`src/verilog/lfa_pkg.sv`:
```
// constants, command codes and state layout for the literal/file alu block
package lfa_pkg;

	// ********************************************************
	// register map (byte addresses, one word each)
	// ********************************************************
	localparam logic [11:0] OFF_ACC = 12'h000;
	localparam logic [11:0] OFF_STATUS = 12'h004;
	localparam logic [11:0] OFF_PTR0 = 12'h008;
	localparam logic [11:0] OFF_PTR1 = 12'h00C;
	localparam logic [11:0] OFF_CMD = 12'h010;
	localparam logic [11:0] OFF_INFO = 12'h014;
	localparam logic [11:0] OFF_CYCLES = 12'h018;
	// file registers 0..127 at FILE_BASE + 4*f
	localparam logic [11:0] FILE_BASE = 12'h200;
	localparam int FILE_DEPTH = 128;

	// ********************************************************
	// field positions
	// ********************************************************
	localparam int ST_C_BIT = 0;
	localparam int ST_HALF_BYTE_BIT = 1;
	localparam int ST_Z_BIT = 2;
	localparam int CMD_LIT_LSB = 0;
	localparam int CMD_FILE_LSB = 8;
	localparam int CMD_DEST_BIT = 15;
	localparam int CMD_PSEL_BIT = 16;
	localparam int CMD_OP_LSB = 17;
	localparam int CMD_PC_BIT = 20;
	localparam int CMD_COND_BIT = 21;
	localparam int CMD_W = 22;
	localparam int INFO_BUSY_BIT = 0;
	localparam int INFO_LAST_LSB = 8;
	localparam int PTR_TOP_BIT = 15;

	// file addresses that act as windows through a pointer
	localparam logic [6:0] WIN0_ADDR = 7'h00;
	localparam logic [6:0] WIN1_ADDR = 7'h01;

	// ********************************************************
	// reset values
	// ********************************************************
	localparam logic [7:0] ACC_RST = 8'h00;
	localparam logic [15:0] PTR_RST = 16'h0000;
	localparam logic [31:0] CYC_RST = 32'h0000_0000;

	// ********************************************************
	// types
	// ********************************************************
	typedef enum logic [2:0] {
		OP_AND_LIT = 3'h0,
		OP_ADD_LIT = 3'h1,
		OP_AND_FILE = 3'h2,
		OP_ADD_FILE = 3'h3,
		OP_ASR_FILE = 3'h4,
		OP_PTR_ADD = 3'h5,
		OP_NOP6 = 3'h6,
		OP_NOP7 = 3'h7
	} lfa_op_e;

	typedef enum logic [3:0] {
		ST_IDLE = 4'h1,
		ST_FETCH = 4'h2,
		ST_EXEC = 4'h4,
		ST_STALL = 4'h8
	} lfa_state_e;

	typedef struct packed {
		lfa_state_e st;
		logic [7:0] acc;
		logic c;
		logic half_byte_out_flag;
		logic z;
		logic [15:0] ptr0;
		logic [15:0] ptr1;
		logic [CMD_W-1:0] cmd;
		logic [1:0] extra;
		logic [1:0] last_cyc;
		logic [31:0] cyc_total;
		logic busy;
		logic [11:0] haddr;
		logic hwrite;
		logic [1:0] ph;
		logic [31:0] hrdata;
		logic hreadyout;
		logic hresp;
	} lfa_state_s;

	typedef struct packed {
		logic [7:0] res;
		logic c;
		logic half_byte_out_flag;
		logic z;
		logic [15:0] ptr;
	} lfa_alu_out_s;

endpackage

```
`src/verilog/lfa_file_mem.sv`:
```
// 128 x 8 file register store, registered read data
`timescale 1ns/1ps
module lfa_file_mem (
	input wire logic hclk,
	input wire logic hresetn,
	input wire logic we,
	input wire logic [6:0] waddr,
	input wire logic [7:0] wdata,
	input wire logic [6:0] raddr,
	output logic [7:0] rdata
);
	logic [7:0] mem [0:lfa_pkg::FILE_DEPTH-1];

	always_ff @(posedge hclk) begin
		if (we) begin
			mem[waddr] <= wdata;
		end
	end

	always_ff @(posedge hclk or negedge hresetn) begin
		if (!hresetn) begin
			rdata <= 8'h00;
		end else begin
			rdata <= mem[raddr];
		end
	end
endmodule

```
`src/verilog/lfa_alu.sv`:
```
// combinational datapath: and, add, arithmetic shift, pointer add
`timescale 1ns/1ps
module lfa_alu (
	input wire lfa_pkg::lfa_op_e op,
	input wire logic [7:0] acc,
	input wire logic [7:0] opnd,
	input wire logic [5:0] lit6,
	input wire logic [15:0] ptr_in,
	output lfa_pkg::lfa_alu_out_s y
);
	logic [8:0] sum9;
	logic [4:0] sum5;

	always_comb begin
		sum9 = {1'b0, acc} + {1'b0, opnd};
		sum5 = {1'b0, acc[3:0]} + {1'b0, opnd[3:0]};
		y.res = 8'h00;
		y.c = sum9[8];
		y.half_byte_out_flag = sum5[4];
		// 16-bit sum drops the carry, so the pointer wraps
		y.ptr = ptr_in + {{10{lit6[5]}}, lit6};
		unique case (op)
			lfa_pkg::OP_AND_LIT, lfa_pkg::OP_AND_FILE: begin
				y.res = acc & opnd;
			end
			lfa_pkg::OP_ADD_LIT, lfa_pkg::OP_ADD_FILE: begin
				y.res = sum9[7:0];
			end
			lfa_pkg::OP_ASR_FILE: begin
				y.res = {opnd[7], opnd[7:1]};
				y.c = opnd[0];
			end
			lfa_pkg::OP_PTR_ADD, lfa_pkg::OP_NOP6, lfa_pkg::OP_NOP7: begin
				y.res = acc;
			end
		endcase
		y.z = (y.res == 8'h00);
	end
endmodule

```
`src/verilog/lfa_core.sv`:
```
// literal/file alu execution block with ahb-lite register slave
//
// Behaviour
// - pc change or true test adds one nop
// - window access, pointer top bit: one extra
// - pointer add: sign-extended 6-bit literal, flags kept
// - 16-bit pointer wraps at both ends
// - and literal into acc, zero flag only
// - add literal into acc, c half-carry z
// - and acc with file, zero flag only
// - add acc with file, c half-carry z
// - dest 0 to acc, 1 to file
// - shift right, bit 0 into carry
// - shift keeps bit 7
// - shift dest 0 acc, else file
//
// The register offsets and register access over AHB-Lite were left to the implementer.
`timescale 1ns/1ps
module lfa_core (
	input wire logic hclk,
	input wire logic hresetn,
	input wire logic hsel,
	input wire logic [31:0] haddr,
	input wire logic [1:0] htrans,
	input wire logic hwrite,
	input wire logic [2:0] hsize,
	input wire logic [31:0] hwdata,
	input wire logic hready,
	output logic [31:0] hrdata,
	output logic hreadyout,
	output logic hresp,
	output logic busy
);
	lfa_pkg::lfa_state_s s_r;
	lfa_pkg::lfa_state_s s_nxt;
	lfa_pkg::lfa_alu_out_s alu_y;
	lfa_pkg::lfa_op_e op;
	logic [7:0] lit;
	logic [6:0] fadr;
	logic dest_file;
	logic psel;
	logic win0;
	logic win1;
	logic [6:0] eff_addr;
	logic [7:0] opnd;
	logic [1:0] extra;
	logic mem_we;
	logic [6:0] mem_waddr;
	logic [7:0] mem_wdata;
	logic [6:0] mem_raddr;
	logic [7:0] mem_rdata;
	logic accept;
	logic in_file;
	logic can_go;
	logic [31:0] rd_val;

	// ********************************************************
	// command decode
	// ********************************************************
	always_comb begin
		op = lfa_pkg::lfa_op_e'(s_r.cmd[lfa_pkg::CMD_OP_LSB +: 3]);
		lit = s_r.cmd[lfa_pkg::CMD_LIT_LSB +: 8];
		fadr = s_r.cmd[lfa_pkg::CMD_FILE_LSB +: 7];
		dest_file = s_r.cmd[lfa_pkg::CMD_DEST_BIT];
		psel = s_r.cmd[lfa_pkg::CMD_PSEL_BIT];
		win0 = (fadr == lfa_pkg::WIN0_ADDR);
		win1 = (fadr == lfa_pkg::WIN1_ADDR);
		// a window reaches the file through its pointer's low bits
		eff_addr = win0 ? s_r.ptr0[6:0] : (win1 ? s_r.ptr1[6:0] : fadr);
		extra = 2'h0;
		// a taken test and a slow window stack: two at most
		if (s_r.cmd[lfa_pkg::CMD_PC_BIT] || s_r.cmd[lfa_pkg::CMD_COND_BIT]) begin
			extra = 2'h1;
		end
		if ((op == lfa_pkg::OP_AND_FILE || op == lfa_pkg::OP_ADD_FILE ||
			op == lfa_pkg::OP_ASR_FILE) &&
			((win0 && s_r.ptr0[lfa_pkg::PTR_TOP_BIT]) ||
			(win1 && s_r.ptr1[lfa_pkg::PTR_TOP_BIT]))) begin
			extra = extra + 2'h1;
		end
		unique case (op)
			lfa_pkg::OP_AND_LIT, lfa_pkg::OP_ADD_LIT: begin
				opnd = lit;
			end
			default: begin
				opnd = mem_rdata;
			end
		endcase
	end

	lfa_alu u_alu (
		.op(op),
		.acc(s_r.acc),
		.opnd(opnd),
		.lit6(lit[5:0]),
		.ptr_in(psel ? s_r.ptr1 : s_r.ptr0),
		.y(alu_y)
	);

	lfa_file_mem u_mem (
		.hclk(hclk),
		.hresetn(hresetn),
		.we(mem_we),
		.waddr(mem_waddr),
		.wdata(mem_wdata),
		.raddr(mem_raddr),
		.rdata(mem_rdata)
	);

	// ********************************************************
	// read mux for the data phase
	// ********************************************************
	always_comb begin
		in_file = (s_r.haddr[11:9] == lfa_pkg::FILE_BASE[11:9]);
		// unused upper bits read as zero
		rd_val = 32'h0000_0000;
		if (in_file) begin
			rd_val = {24'h00_0000, mem_rdata};
		end else begin
			unique case (s_r.haddr)
				lfa_pkg::OFF_ACC: rd_val = {24'h00_0000, s_r.acc};
				lfa_pkg::OFF_STATUS: begin
					rd_val[lfa_pkg::ST_C_BIT] = s_r.c;
					rd_val[lfa_pkg::ST_HALF_BYTE_BIT] =
						s_r.half_byte_out_flag;
					rd_val[lfa_pkg::ST_Z_BIT] = s_r.z;
				end
				lfa_pkg::OFF_PTR0: rd_val = {16'h0000, s_r.ptr0};
				lfa_pkg::OFF_PTR1: rd_val = {16'h0000, s_r.ptr1};
				lfa_pkg::OFF_CMD: rd_val = {10'h000, s_r.cmd};
				lfa_pkg::OFF_INFO: begin
					rd_val[lfa_pkg::INFO_BUSY_BIT] = s_r.busy;
					rd_val[lfa_pkg::INFO_LAST_LSB +: 2] = s_r.last_cyc;
				end
				lfa_pkg::OFF_CYCLES: rd_val = s_r.cyc_total;
				default: rd_val = 32'h0000_0000;
			endcase
		end
	end

	// ********************************************************
	// next state
	// ********************************************************
	always_comb begin
		s_nxt = s_r;
		mem_we = 1'b0;
		mem_waddr = eff_addr;
		mem_wdata = alu_y.res;
		mem_raddr = (s_r.st == lfa_pkg::ST_FETCH) ? eff_addr : s_r.haddr[8:2];
		// narrow transfers are ignored without a wait
		accept = hsel && htrans[1] && hready && (hsize == 3'h2);
		// file store has one port pair; file accesses wait while the engine runs
		can_go = !in_file || (s_r.st == lfa_pkg::ST_IDLE);

		// engine
		unique case (s_r.st)
			lfa_pkg::ST_IDLE: begin
			end
			lfa_pkg::ST_FETCH: begin
				// operand read issued here lands next cycle
				s_nxt.st = lfa_pkg::ST_EXEC;
			end
			lfa_pkg::ST_EXEC: begin
				unique case (op)
					lfa_pkg::OP_AND_LIT: begin
						s_nxt.acc = alu_y.res;
						s_nxt.z = alu_y.z;
					end
					lfa_pkg::OP_ADD_LIT: begin
						s_nxt.acc = alu_y.res;
						s_nxt.c = alu_y.c;
						s_nxt.half_byte_out_flag =
							alu_y.half_byte_out_flag;
						s_nxt.z = alu_y.z;
					end
					lfa_pkg::OP_AND_FILE, lfa_pkg::OP_ADD_FILE,
					lfa_pkg::OP_ASR_FILE: begin
						if (dest_file) begin
							mem_we = 1'b1;
						end else begin
							s_nxt.acc = alu_y.res;
						end
						s_nxt.z = alu_y.z;
						if (op != lfa_pkg::OP_AND_FILE) begin
							s_nxt.c = alu_y.c;
						end
						if (op == lfa_pkg::OP_ADD_FILE) begin
							s_nxt.half_byte_out_flag =
								alu_y.half_byte_out_flag;
						end
					end
					lfa_pkg::OP_PTR_ADD: begin
						// status bits are left alone here
						if (psel) begin
							s_nxt.ptr1 = alu_y.ptr;
						end else begin
							s_nxt.ptr0 = alu_y.ptr;
						end
					end
					lfa_pkg::OP_NOP6, lfa_pkg::OP_NOP7: begin
					end
				endcase
				s_nxt.last_cyc = extra + 2'h1;
				s_nxt.cyc_total = s_r.cyc_total + {30'h0000_0000, extra} +
					32'h0000_0001;
				s_nxt.extra = extra;
				s_nxt.st = (extra == 2'h0) ? lfa_pkg::ST_IDLE : lfa_pkg::ST_STALL;
			end
			lfa_pkg::ST_STALL: begin
				// each stall cycle is an executed nop
				s_nxt.extra = s_r.extra - 2'h1;
				if (s_r.extra == 2'h1) begin
					s_nxt.st = lfa_pkg::ST_IDLE;
				end
			end
			default: begin
				s_nxt.st = lfa_pkg::ST_IDLE;
			end
		endcase

		// ********************************************************
		// bus slave
		// ********************************************************
		// bus slave: ph 1 = first data cycle, ph 2 = read collect
		if (s_r.ph == 2'h1 && can_go) begin
			if (s_r.hwrite) begin
				s_nxt.ph = 2'h0;
				s_nxt.hreadyout = 1'b1;
				if (in_file) begin
					mem_we = 1'b1;
					mem_waddr = s_r.haddr[8:2];
					mem_wdata = hwdata[7:0];
				end else begin
					unique case (s_r.haddr)
						lfa_pkg::OFF_ACC: s_nxt.acc = hwdata[7:0];
						lfa_pkg::OFF_STATUS: begin
							s_nxt.c = hwdata[lfa_pkg::ST_C_BIT];
							s_nxt.half_byte_out_flag =
								hwdata[lfa_pkg::ST_HALF_BYTE_BIT];
							s_nxt.z = hwdata[lfa_pkg::ST_Z_BIT];
						end
						lfa_pkg::OFF_PTR0: s_nxt.ptr0 = hwdata[15:0];
						lfa_pkg::OFF_PTR1: s_nxt.ptr1 = hwdata[15:0];
						lfa_pkg::OFF_CMD: begin
							// a command while busy is dropped
							if (s_r.st == lfa_pkg::ST_IDLE) begin
								s_nxt.cmd = hwdata[lfa_pkg::CMD_W-1:0];
								s_nxt.st = lfa_pkg::ST_FETCH;
							end
						end
						lfa_pkg::OFF_CYCLES: s_nxt.cyc_total = lfa_pkg::CYC_RST;
						default: begin
						end
					endcase
				end
			end else begin
				s_nxt.ph = 2'h2;
			end
		end else if (s_r.ph == 2'h2) begin
			s_nxt.hrdata = rd_val;
			s_nxt.ph = 2'h0;
			s_nxt.hreadyout = 1'b1;
		end
		if (accept) begin
			s_nxt.haddr = {haddr[11:2], 2'b00};
			s_nxt.hwrite = hwrite;
			s_nxt.ph = 2'h1;
			s_nxt.hreadyout = 1'b0;
		end
		s_nxt.hresp = 1'b0;
		s_nxt.busy = (s_nxt.st != lfa_pkg::ST_IDLE);
	end

	// ********************************************************
	// state register
	// ********************************************************
	always_ff @(posedge hclk or negedge hresetn) begin
		if (!hresetn) begin
			s_r.st <= lfa_pkg::ST_IDLE;
			s_r.acc <= lfa_pkg::ACC_RST;
			s_r.c <= 1'b0;
			s_r.half_byte_out_flag <= 1'b0;
			s_r.z <= 1'b0;
			s_r.ptr0 <= lfa_pkg::PTR_RST;
			s_r.ptr1 <= lfa_pkg::PTR_RST;
			s_r.cmd <= '0;
			s_r.extra <= 2'h0;
			s_r.last_cyc <= 2'h0;
			s_r.cyc_total <= lfa_pkg::CYC_RST;
			s_r.busy <= 1'b0;
			s_r.haddr <= 12'h000;
			s_r.hwrite <= 1'b0;
			s_r.ph <= 2'h0;
			s_r.hrdata <= 32'h0000_0000;
			s_r.hreadyout <= 1'b1;
			s_r.hresp <= 1'b0;
		end else begin
			s_r <= s_nxt;
		end
	end

	// ********************************************************
	// outputs
	// ********************************************************
	assign hrdata = s_r.hrdata;
	assign hreadyout = s_r.hreadyout;
	assign hresp = s_r.hresp;
	assign busy = s_r.busy;
endmodule

```
`config.mk`:
```
export PLATFORM = sky130hd
export DESIGN_NAME = lfa_core
export DESIGN_NICKNAME = d
export VERILOG_FILES = /design/src/verilog/lfa_pkg.sv /design/src/verilog/lfa_file_mem.sv /design/src/verilog/lfa_alu.sv /design/src/verilog/lfa_core.sv
export SDC_FILE = /design/constraint.sdc
export NUM_CORES = 2
export LEC_CHECK = 0
export BUFFER_PORTS_ARGS = -buffer_cell sky130_fd_sc_hd__buf_4
export CAP_MARGIN = 25
export CORE_MARGIN = 2
export CORE_UTILIZATION = 56
export CTS_CLUSTER_DIAMETER = 40
export DETAILED_ROUTE_END_ITERATION = 7
export PLACE_DENSITY_LB_ADDON = 0.05
export SYNTH_ARGS = -nofsm -noshare
export SYNTH_HDL_FRONTEND = slang
export SYNTH_SLANG_ARGS = --single-unit
```
`constraint.sdc`:
```
create_clock -name hclk -period 4.5 [get_ports hclk]
set_clock_uncertainty 0.2 [all_clocks]
set_input_delay 0 -clock hclk [delete_from_list [all_inputs] [get_ports hclk]]
set_output_delay 0 -clock hclk [all_outputs]
set_load 0.01 [all_outputs]
```
# Yosys cells after proc, flatten, opt, wreduce, memory -nomap -nowiden
# Memory sizes are Yosys's and may differ from the RTL's. A register that Yosys moved wholly into a read port is not among the register bits.
# Index checks and enable logic that the tools add are counted.
[word_totals] n_memories=1 elab_cells=151 ramBits=1024 inputBits=74 reg_bits=152
[classes] n_addsub=8 muxes=66 bitwise_logic=3 n_reduce_logical=30 n_eq_ne=26
[memory_table] memory="u_mem.mem" depth=128 width=8 rd=1 rd_ports_with_merged_regs=1 wr=1 line="lfa_file_mem.sv:12" source="logic [7:0] mem [0:lfa_pkg::FILE_DEPTH-1];"
[op_table] operator="32-bit two-way mux" count=7
[op_table] operator="69-bit two-way mux" count=3
[op_table] operator="22-bit case mux with 4 select lines" count=1
[op_table] operator="16-bit two-way mux" count=5
[op_table] operator="8-bit two-way mux" count=6
[op_table] operator="22-bit two-way mux" count=2
[op_table] operator="43-bit two-way mux" count=1
[op_table] operator="7-bit two-way mux" count=6
[op_table] operator="35-bit two-way mux" count=1
[op_table] operator="32-bit by 1-bit adder with 32-bit output (second input constant)" count=1
[op_table] operator="32-bit by 2-bit adder with 32-bit output" count=1
[op_table] operator="8-bit case mux with 4 select lines" count=1
[op_table] operator="10-bit by 3-bit equality test with 1-bit output (second input constant)" count=3
[op_table] operator="5-bit case mux with 5 select lines" count=1
[op_table] operator="10-bit by 2-bit equality test with 1-bit output (second input constant)" count=2
[op_table] operator="16-bit adder" count=1
[op_table] operator="1-bit two-way mux" count=16
[op_table] operator="4-bit two-way mux" count=4
[op_table] operator="4-bit case mux with 4 select lines" count=1
[op_table] operator="8-bit case mux with 2 select lines" count=1
[op_table] operator="3-bit equality test (second input constant)" count=4
[op_table] operator="12-bit logical NOT" count=1
[op_table] operator="2-bit case mux with 6 select lines" count=1
[op_table] operator="10-bit by 1-bit equality test with 1-bit output (second input constant)" count=1
[op_table] operator="37 further kinds" count=62

# Longest topological paths before layout
[depth] ltp_word=14 mapped_depth=17

# Cells and area by module
# Synthesis repeated with hierarchy kept, for this count alone.
[unflattened] cells_unflattened=2691 hier_area_um2=49586.3
[modules_own_cells] module="lfa_file_mem" seq_area_each_um2=30949.7 area_each_um2=39701.8 n_inst=1 cells_per_inst=1635
[modules_own_cells] module="lfa_core" seq_area_each_um2=3806.2 area_each_um2=8544.4 n_inst=1 cells_per_inst=871
[modules_own_cells] module="lfa_alu" seq_area_each_um2=0.0 area_each_um2=1340.0 n_inst=1 cells_per_inst=185

# Worst setup path after synthesis
# Ideal clock, no wire load.
[synth_timing] path_kind="reg-to-reg" from="reg s_r (netlist bit op[2])" to="mem u_mem.mem[0][6], data pin" path_stages_with_launch=15 path_buffers=2 required_time_ns=3.922 arrival_ns=3.939 setup_slack_ns=-0.016 cell_sequence="dfrtp_1 -> clkbuf_1 -> buf_1 -> nor2_1 -> mux2_2 -> ha_1 -> inv_1 -> fa_1 -> nor2b_1 -> o21ai_0 -> a21boi_0 -> o21a_1 -> o21ai_0 -> a31o_2 -> mux2_2"
[synth_between] elab_chain_len=8
[synth_lines] element="start: declaration" line="lfa_core.sv:34" source="lfa_pkg::lfa_state_s s_r;"
[synth_lines] element="start signal: assignment" line="lfa_core.sv:298" source="s_r <= s_nxt;"
[synth_lines] element="3-bit by 1-bit equality test with 1-bit output / 3-bit logical NOT (equally long branches)" line="lfa_alu.sv:22, lfa_core.sv:81"
[synth_lines] element="2-bit OR reduction (no line)"
[synth_lines] element="8-bit two-way mux" line="lfa_core.sv:81" source="unique case (op)"
[synth_lines] element="8-bit by 8-bit adder with 9-bit output / 8-bit bitwise AND (equally long branches)" line="lfa_alu.sv:15, lfa_alu.sv:24"
[synth_lines] element="8-bit case mux with 4 select lines *" line="lfa_alu.sv:22" source="unique case (op)"
[synth_lines] element="8-bit two-way mux" line="lfa_core.sv:229" source="if (in_file) begin"
[synth_lines] element="8-bit two-way mux" line="lfa_core.sv:226" source="if (s_r.hwrite) begin"
[synth_lines] element="8-bit two-way mux *" line="lfa_core.sv:225" source="if (s_r.ph == 2'h1 && can_go) begin"
[synth_lines] element="via mem_wdata[6]" line="lfa_core.sv:49" source="logic [7:0] mem_wdata;"
[synth_lines] element="end: declaration" line="lfa_file_mem.sv:12"
# Mark *: on every way through the listed nets, which the timed path passes. The rest lies on a longest branch.

# Final worst setup path
[layout_timing] from="reg s_r (netlist bit fadr[6])" to="reg u_mem.rdata[7] (read register of u_mem.mem)"
[layout_between] elab_chain_len=4
[layout_lines] element="7-bit by 1-bit equality test with 1-bit output" line="lfa_core.sv:67" source="win1 = (fadr == lfa_pkg::WIN1_ADDR);"
[layout_lines] element="7-bit two-way mux" line="lfa_core.sv:69" source="eff_addr = win0 ? s_r.ptr0[6:0] : (win1 ? s_r.ptr1[6:0] : fadr);"
[layout_lines] element="7-bit two-way mux *" line="lfa_core.sv:69"
[layout_lines] element="7-bit two-way mux *" line="lfa_core.sv:149" source="mem_raddr = (s_r.st == lfa_pkg::ST_FETCH) ? eff_addr : s_r.haddr[8:2];"
[layout_lines] element="end: declaration" line="lfa_file_mem.sv:10" source="output logic [7:0] rdata"
# Mark *: on every way between the ends. The rest lies on a longest branch, timed or not.
# A chain may end at the register's enable or synchronous reset.

==> flow_metrics.env <==
export IMPL_status="completed"
export IMPL_clockBufferDepth=3
export IMPL_cts_num_sinks=1184
export IMPL_overflow=0
export IMPL_multi_input_area_um2=13500
export IMPL_worstPathRequired_ns=4.89
export IMPL_fin_tns_setup_ns=0
export IMPL_grt_pass1_vias=28600
export IMPL_async_reset_ff_share_pct=13.5
export IMPL_fin_crit_ns=4.40
export IMPL_grt_first_pass_wirelength_mm=187
export IMPL_synth_seq_cells=1184
export IMPL_ir_drop_uv=382
export IMPL_drv_cap=0
export IMPL_cp_common_cell="buf_12"
export IMPL_cts_tree="built"
export IMPL_cts_root_buf="clkbuf_16"
export IMPL_ant_nets=0
export IMPL_port_buffers=74
export IMPL_core_um2=86900
export IMPL_area_growth_pct=18.7
export IMPL_n_fill_cell=5811
export IMPL_clk_pin_slew_worst_paths_ns=0.06
export IMPL_vias_per_cell=6.33
export IMPL_track_usage_pct=28.3
export IMPL_worstSetupPathType="register to register"
export IMPL_critPathTopFamily="simple AND/OR/NAND/NOR gates"
export IMPL_postCtsSetupBuffers=0
export IMPL_antenna_found_initial=0
export IMPL_synth_flop_cell="edfxtp_1"
export IMPL_netlist_area_um2=49200
export IMPL_cp_end_kind="register"
export IMPL_min_path_type="input port to register"
export IMPL_setup_ws_ns=0.0983
export IMPL_first_pass_iters=8
export IMPL_dp_cells=4129
export IMPL_worst_pin_slew_ns=0.870
export IMPL_final_max_slew_viol_count=0
export IMPL_crit_chain="buf_4, or4_4, nor4b_4, o31a_2, buf_12, buf_12, mux4_2, a22oi_1, nand4_1, a211oi_1, nor4_1"
export IMPL_path_buf_inv=3
export IMPL_fin_util_pct=67.2
export IMPL_syn_avg_cell_area_um2=17.3
export IMPL_cp_max_fo=17
export IMPL_fin_cells=4475
export IMPL_rsz0062_at_grt="false"
export IMPL_layout_common_cells="1024 x edfxtp_1, 277 x buf_4, 255 x mux4_2"
export IMPL_critPathMaxStageDelay_ns=0.59
export IMPL_cpMaxStageDelayCell="or4_4"
export IMPL_synth_cell_types=69
export IMPL_final_common_cell="edfxtp_1"
export IMPL_vias=28300
export IMPL_wl_per_cell_um=28.0
export IMPL_slew_headroom_pct=42.0
export IMPL_nets=3312
export IMPL_synth_area_leaders="edfxtp_1 63%, mux4_2 12%, dfrtp_1 8.0%"
export IMPL_grt_max_degree=129
export IMPL_drt_initial_drc_count=2652
export IMPL_route_detailed_drc=0
export IMPL_dieWidth_um=300
export IMPL_gp_congestion=0.918
export IMPL_synth_edf_count=1024
export IMPL_synth_top_area_share_pct=62.5
export IMPL_yosys_warnings=0
export IMPL_ctsHtreeMaxLevel=4
export IMPL_dieArea_um2=90200
export IMPL_setup_viol=0
export IMPL_cts_buffers=146
export IMPL_synth_top_area_cell="edfxtp_1"
export IMPL_worstPathArrival_ns=4.79
export IMPL_synth_seq_area_share_pct=70.6
export IMPL_post_dp_hpwl_mm=79.8
export IMPL_period_share_pct=97.8
export IMPL_dp_slack_ns=0.138
export IMPL_row_count=108
export IMPL_finalPower_w=0.0286
export IMPL_syn_nets=2950
export IMPL_power_leakage_nw=20.2
export IMPL_synthesis_instances=2842
export IMPL_antennaDiodeCount=0
export IMPL_clk_latency_ns=0.75
export IMPL_initial_core_util_pct=56.6
export IMPL_drive_gt1_share_pct=27.1
export IMPL_powerDensity_nw_per_um2=489
export IMPL_totalWireLength_mm=125
export IMPL_hold_violations=0
export IMPL_chipHeight_um=300
export IMPL_fmax_mhz=227
export IMPL_start_kind="register"
export IMPL_ios=109
export IMPL_regArea_um2=34800
[worst register-to-register path, delay by kind of cell, from the launching register on]
| kind | cells | cell delay, ns |
|---|---|---|
| and+or+nand+nor | 4 | 1.46 |
| buffers and inverters | 3 | 0.64 |
| muxes | 1 | 0.50 |
| DFF | 1 | 0.42 |
| AOI/OAI and AO/OA | 3 | 1.05 |
[metrics by stage]
step	hold slack, ns	instance area, um2
2_1_floorplan	-0.496	49200
3_3_place_gp	-0.0628	52500
3_5_place_dp	-0.0451	52500
4_1_cts	0.0891	58400
5_1_grt	0.137	58400
6_report	0.134	58400
[final cells by class]
type	count	share of cell area, %
inverter	26	0.167
clock inverter	91	2.00
tap	1155	2.47
timing repair buffer	395	6.21
multi-input combinational	1451	23.1
clock buffer	173	6.59
sequential	1184	59.5
[flip-flops by register name, indices dropped and copies added, names as in the netlist]
signal / flops
hrdata: 32
lit: 8
busy: 1
u_mem.rdata: 8
dest_file: 1
u_mem.mem: 1024
s_r: 98
hreadyout: 1
fadr: 7
op: 3
psel: 1
[cell usage after synthesis, types with 8 or more instances]
cell type / count
o21a_1: 8
inv_1: 24
nor2b_1: 15
buf_1: 13
a31oi_1: 13
or3_1: 12
and3_1: 17
nand3_1: 39
buf_4: 47
and2_1: 8
mux2_2: 77
xor2_1: 25
buf_6: 11
mux2i_1: 62
nand2b_1: 11
clkbuf_1: 78
a22oi_1: 70
nor2_1: 241
xnor2_1: 17
a21oi_1: 52
dfrtp_1: 158
nor3_1: 26
ha_1: 31
nand4_1: 36
o21ai_0: 85
mux4_2: 255
nor4_1: 13
edfxtp_1: 1024
nand2_1: 166
a22o_1: 43
a211oi_1: 39
buf_2: 32
[kinds of logic (layout without fill, tap and decap cells)]
kind of cell               count (synthesis)  count (layout)  synth area share (%)
DFF                                     1184            1184                  70.6
and+or+nand+nor                          613             613                  5.72
muxes                                    394             394                  14.7
AOI/OAI and AO/OA                        367             367                  5.08
buffers and inverters                    207             685                  2.19
xor gates and xnor gates                  42              42                 0.748
adders and majority gates                 34              34                 0.910
other                                      1               1               0.00762
[power by group]
group          internal [W]  leakage (nW)  switching, W  total, W
combinational       0.00157          6.43       0.00230   0.00387
clock               0.00721          2.43       0.00471    0.0119
sequential           0.0126          11.4      0.000183    0.0128
total                0.0214          20.2       0.00719    0.0286
[what timing repair did]
item | in CTS | in global routing
resized for setup | 0 | 6
hold endpoints to repair | 710 | 0
setup endpoints to repair | 0 | 5
hold buffers | 82 | 0
[final timing paths]
kind / cells after the start / slack (ns) / start / to
hold reg to reg: 2 / 0.27 / hrdata[15] / hrdata[15]
hold / removal: 3 / 0.13 / hwdata[2] / u_mem.mem[69][2]
min in group asynchronous: 3 / 0.18 / hresetn / hreadyout
setup reg to reg: 11 / 0.1 / fadr[6] / u_mem.rdata[7]
max in group asynchronous: 4 / 3.38 / hresetn / s_r[82]
setup / recovery: 11 / 0.1 / fadr[6] / u_mem.rdata[7]
[layer usage]
layer	GRT usage (%)	vias to the layer above	part of all wire [%]
li1	-	12100	-
met1	40.3	14900	42
met2	45.0	1153	48
met3	4.91	244	6.8
met4	9.49	0	3.2
met5	0	-	0
No activity file was read; power rests on OpenSTA's default activity.
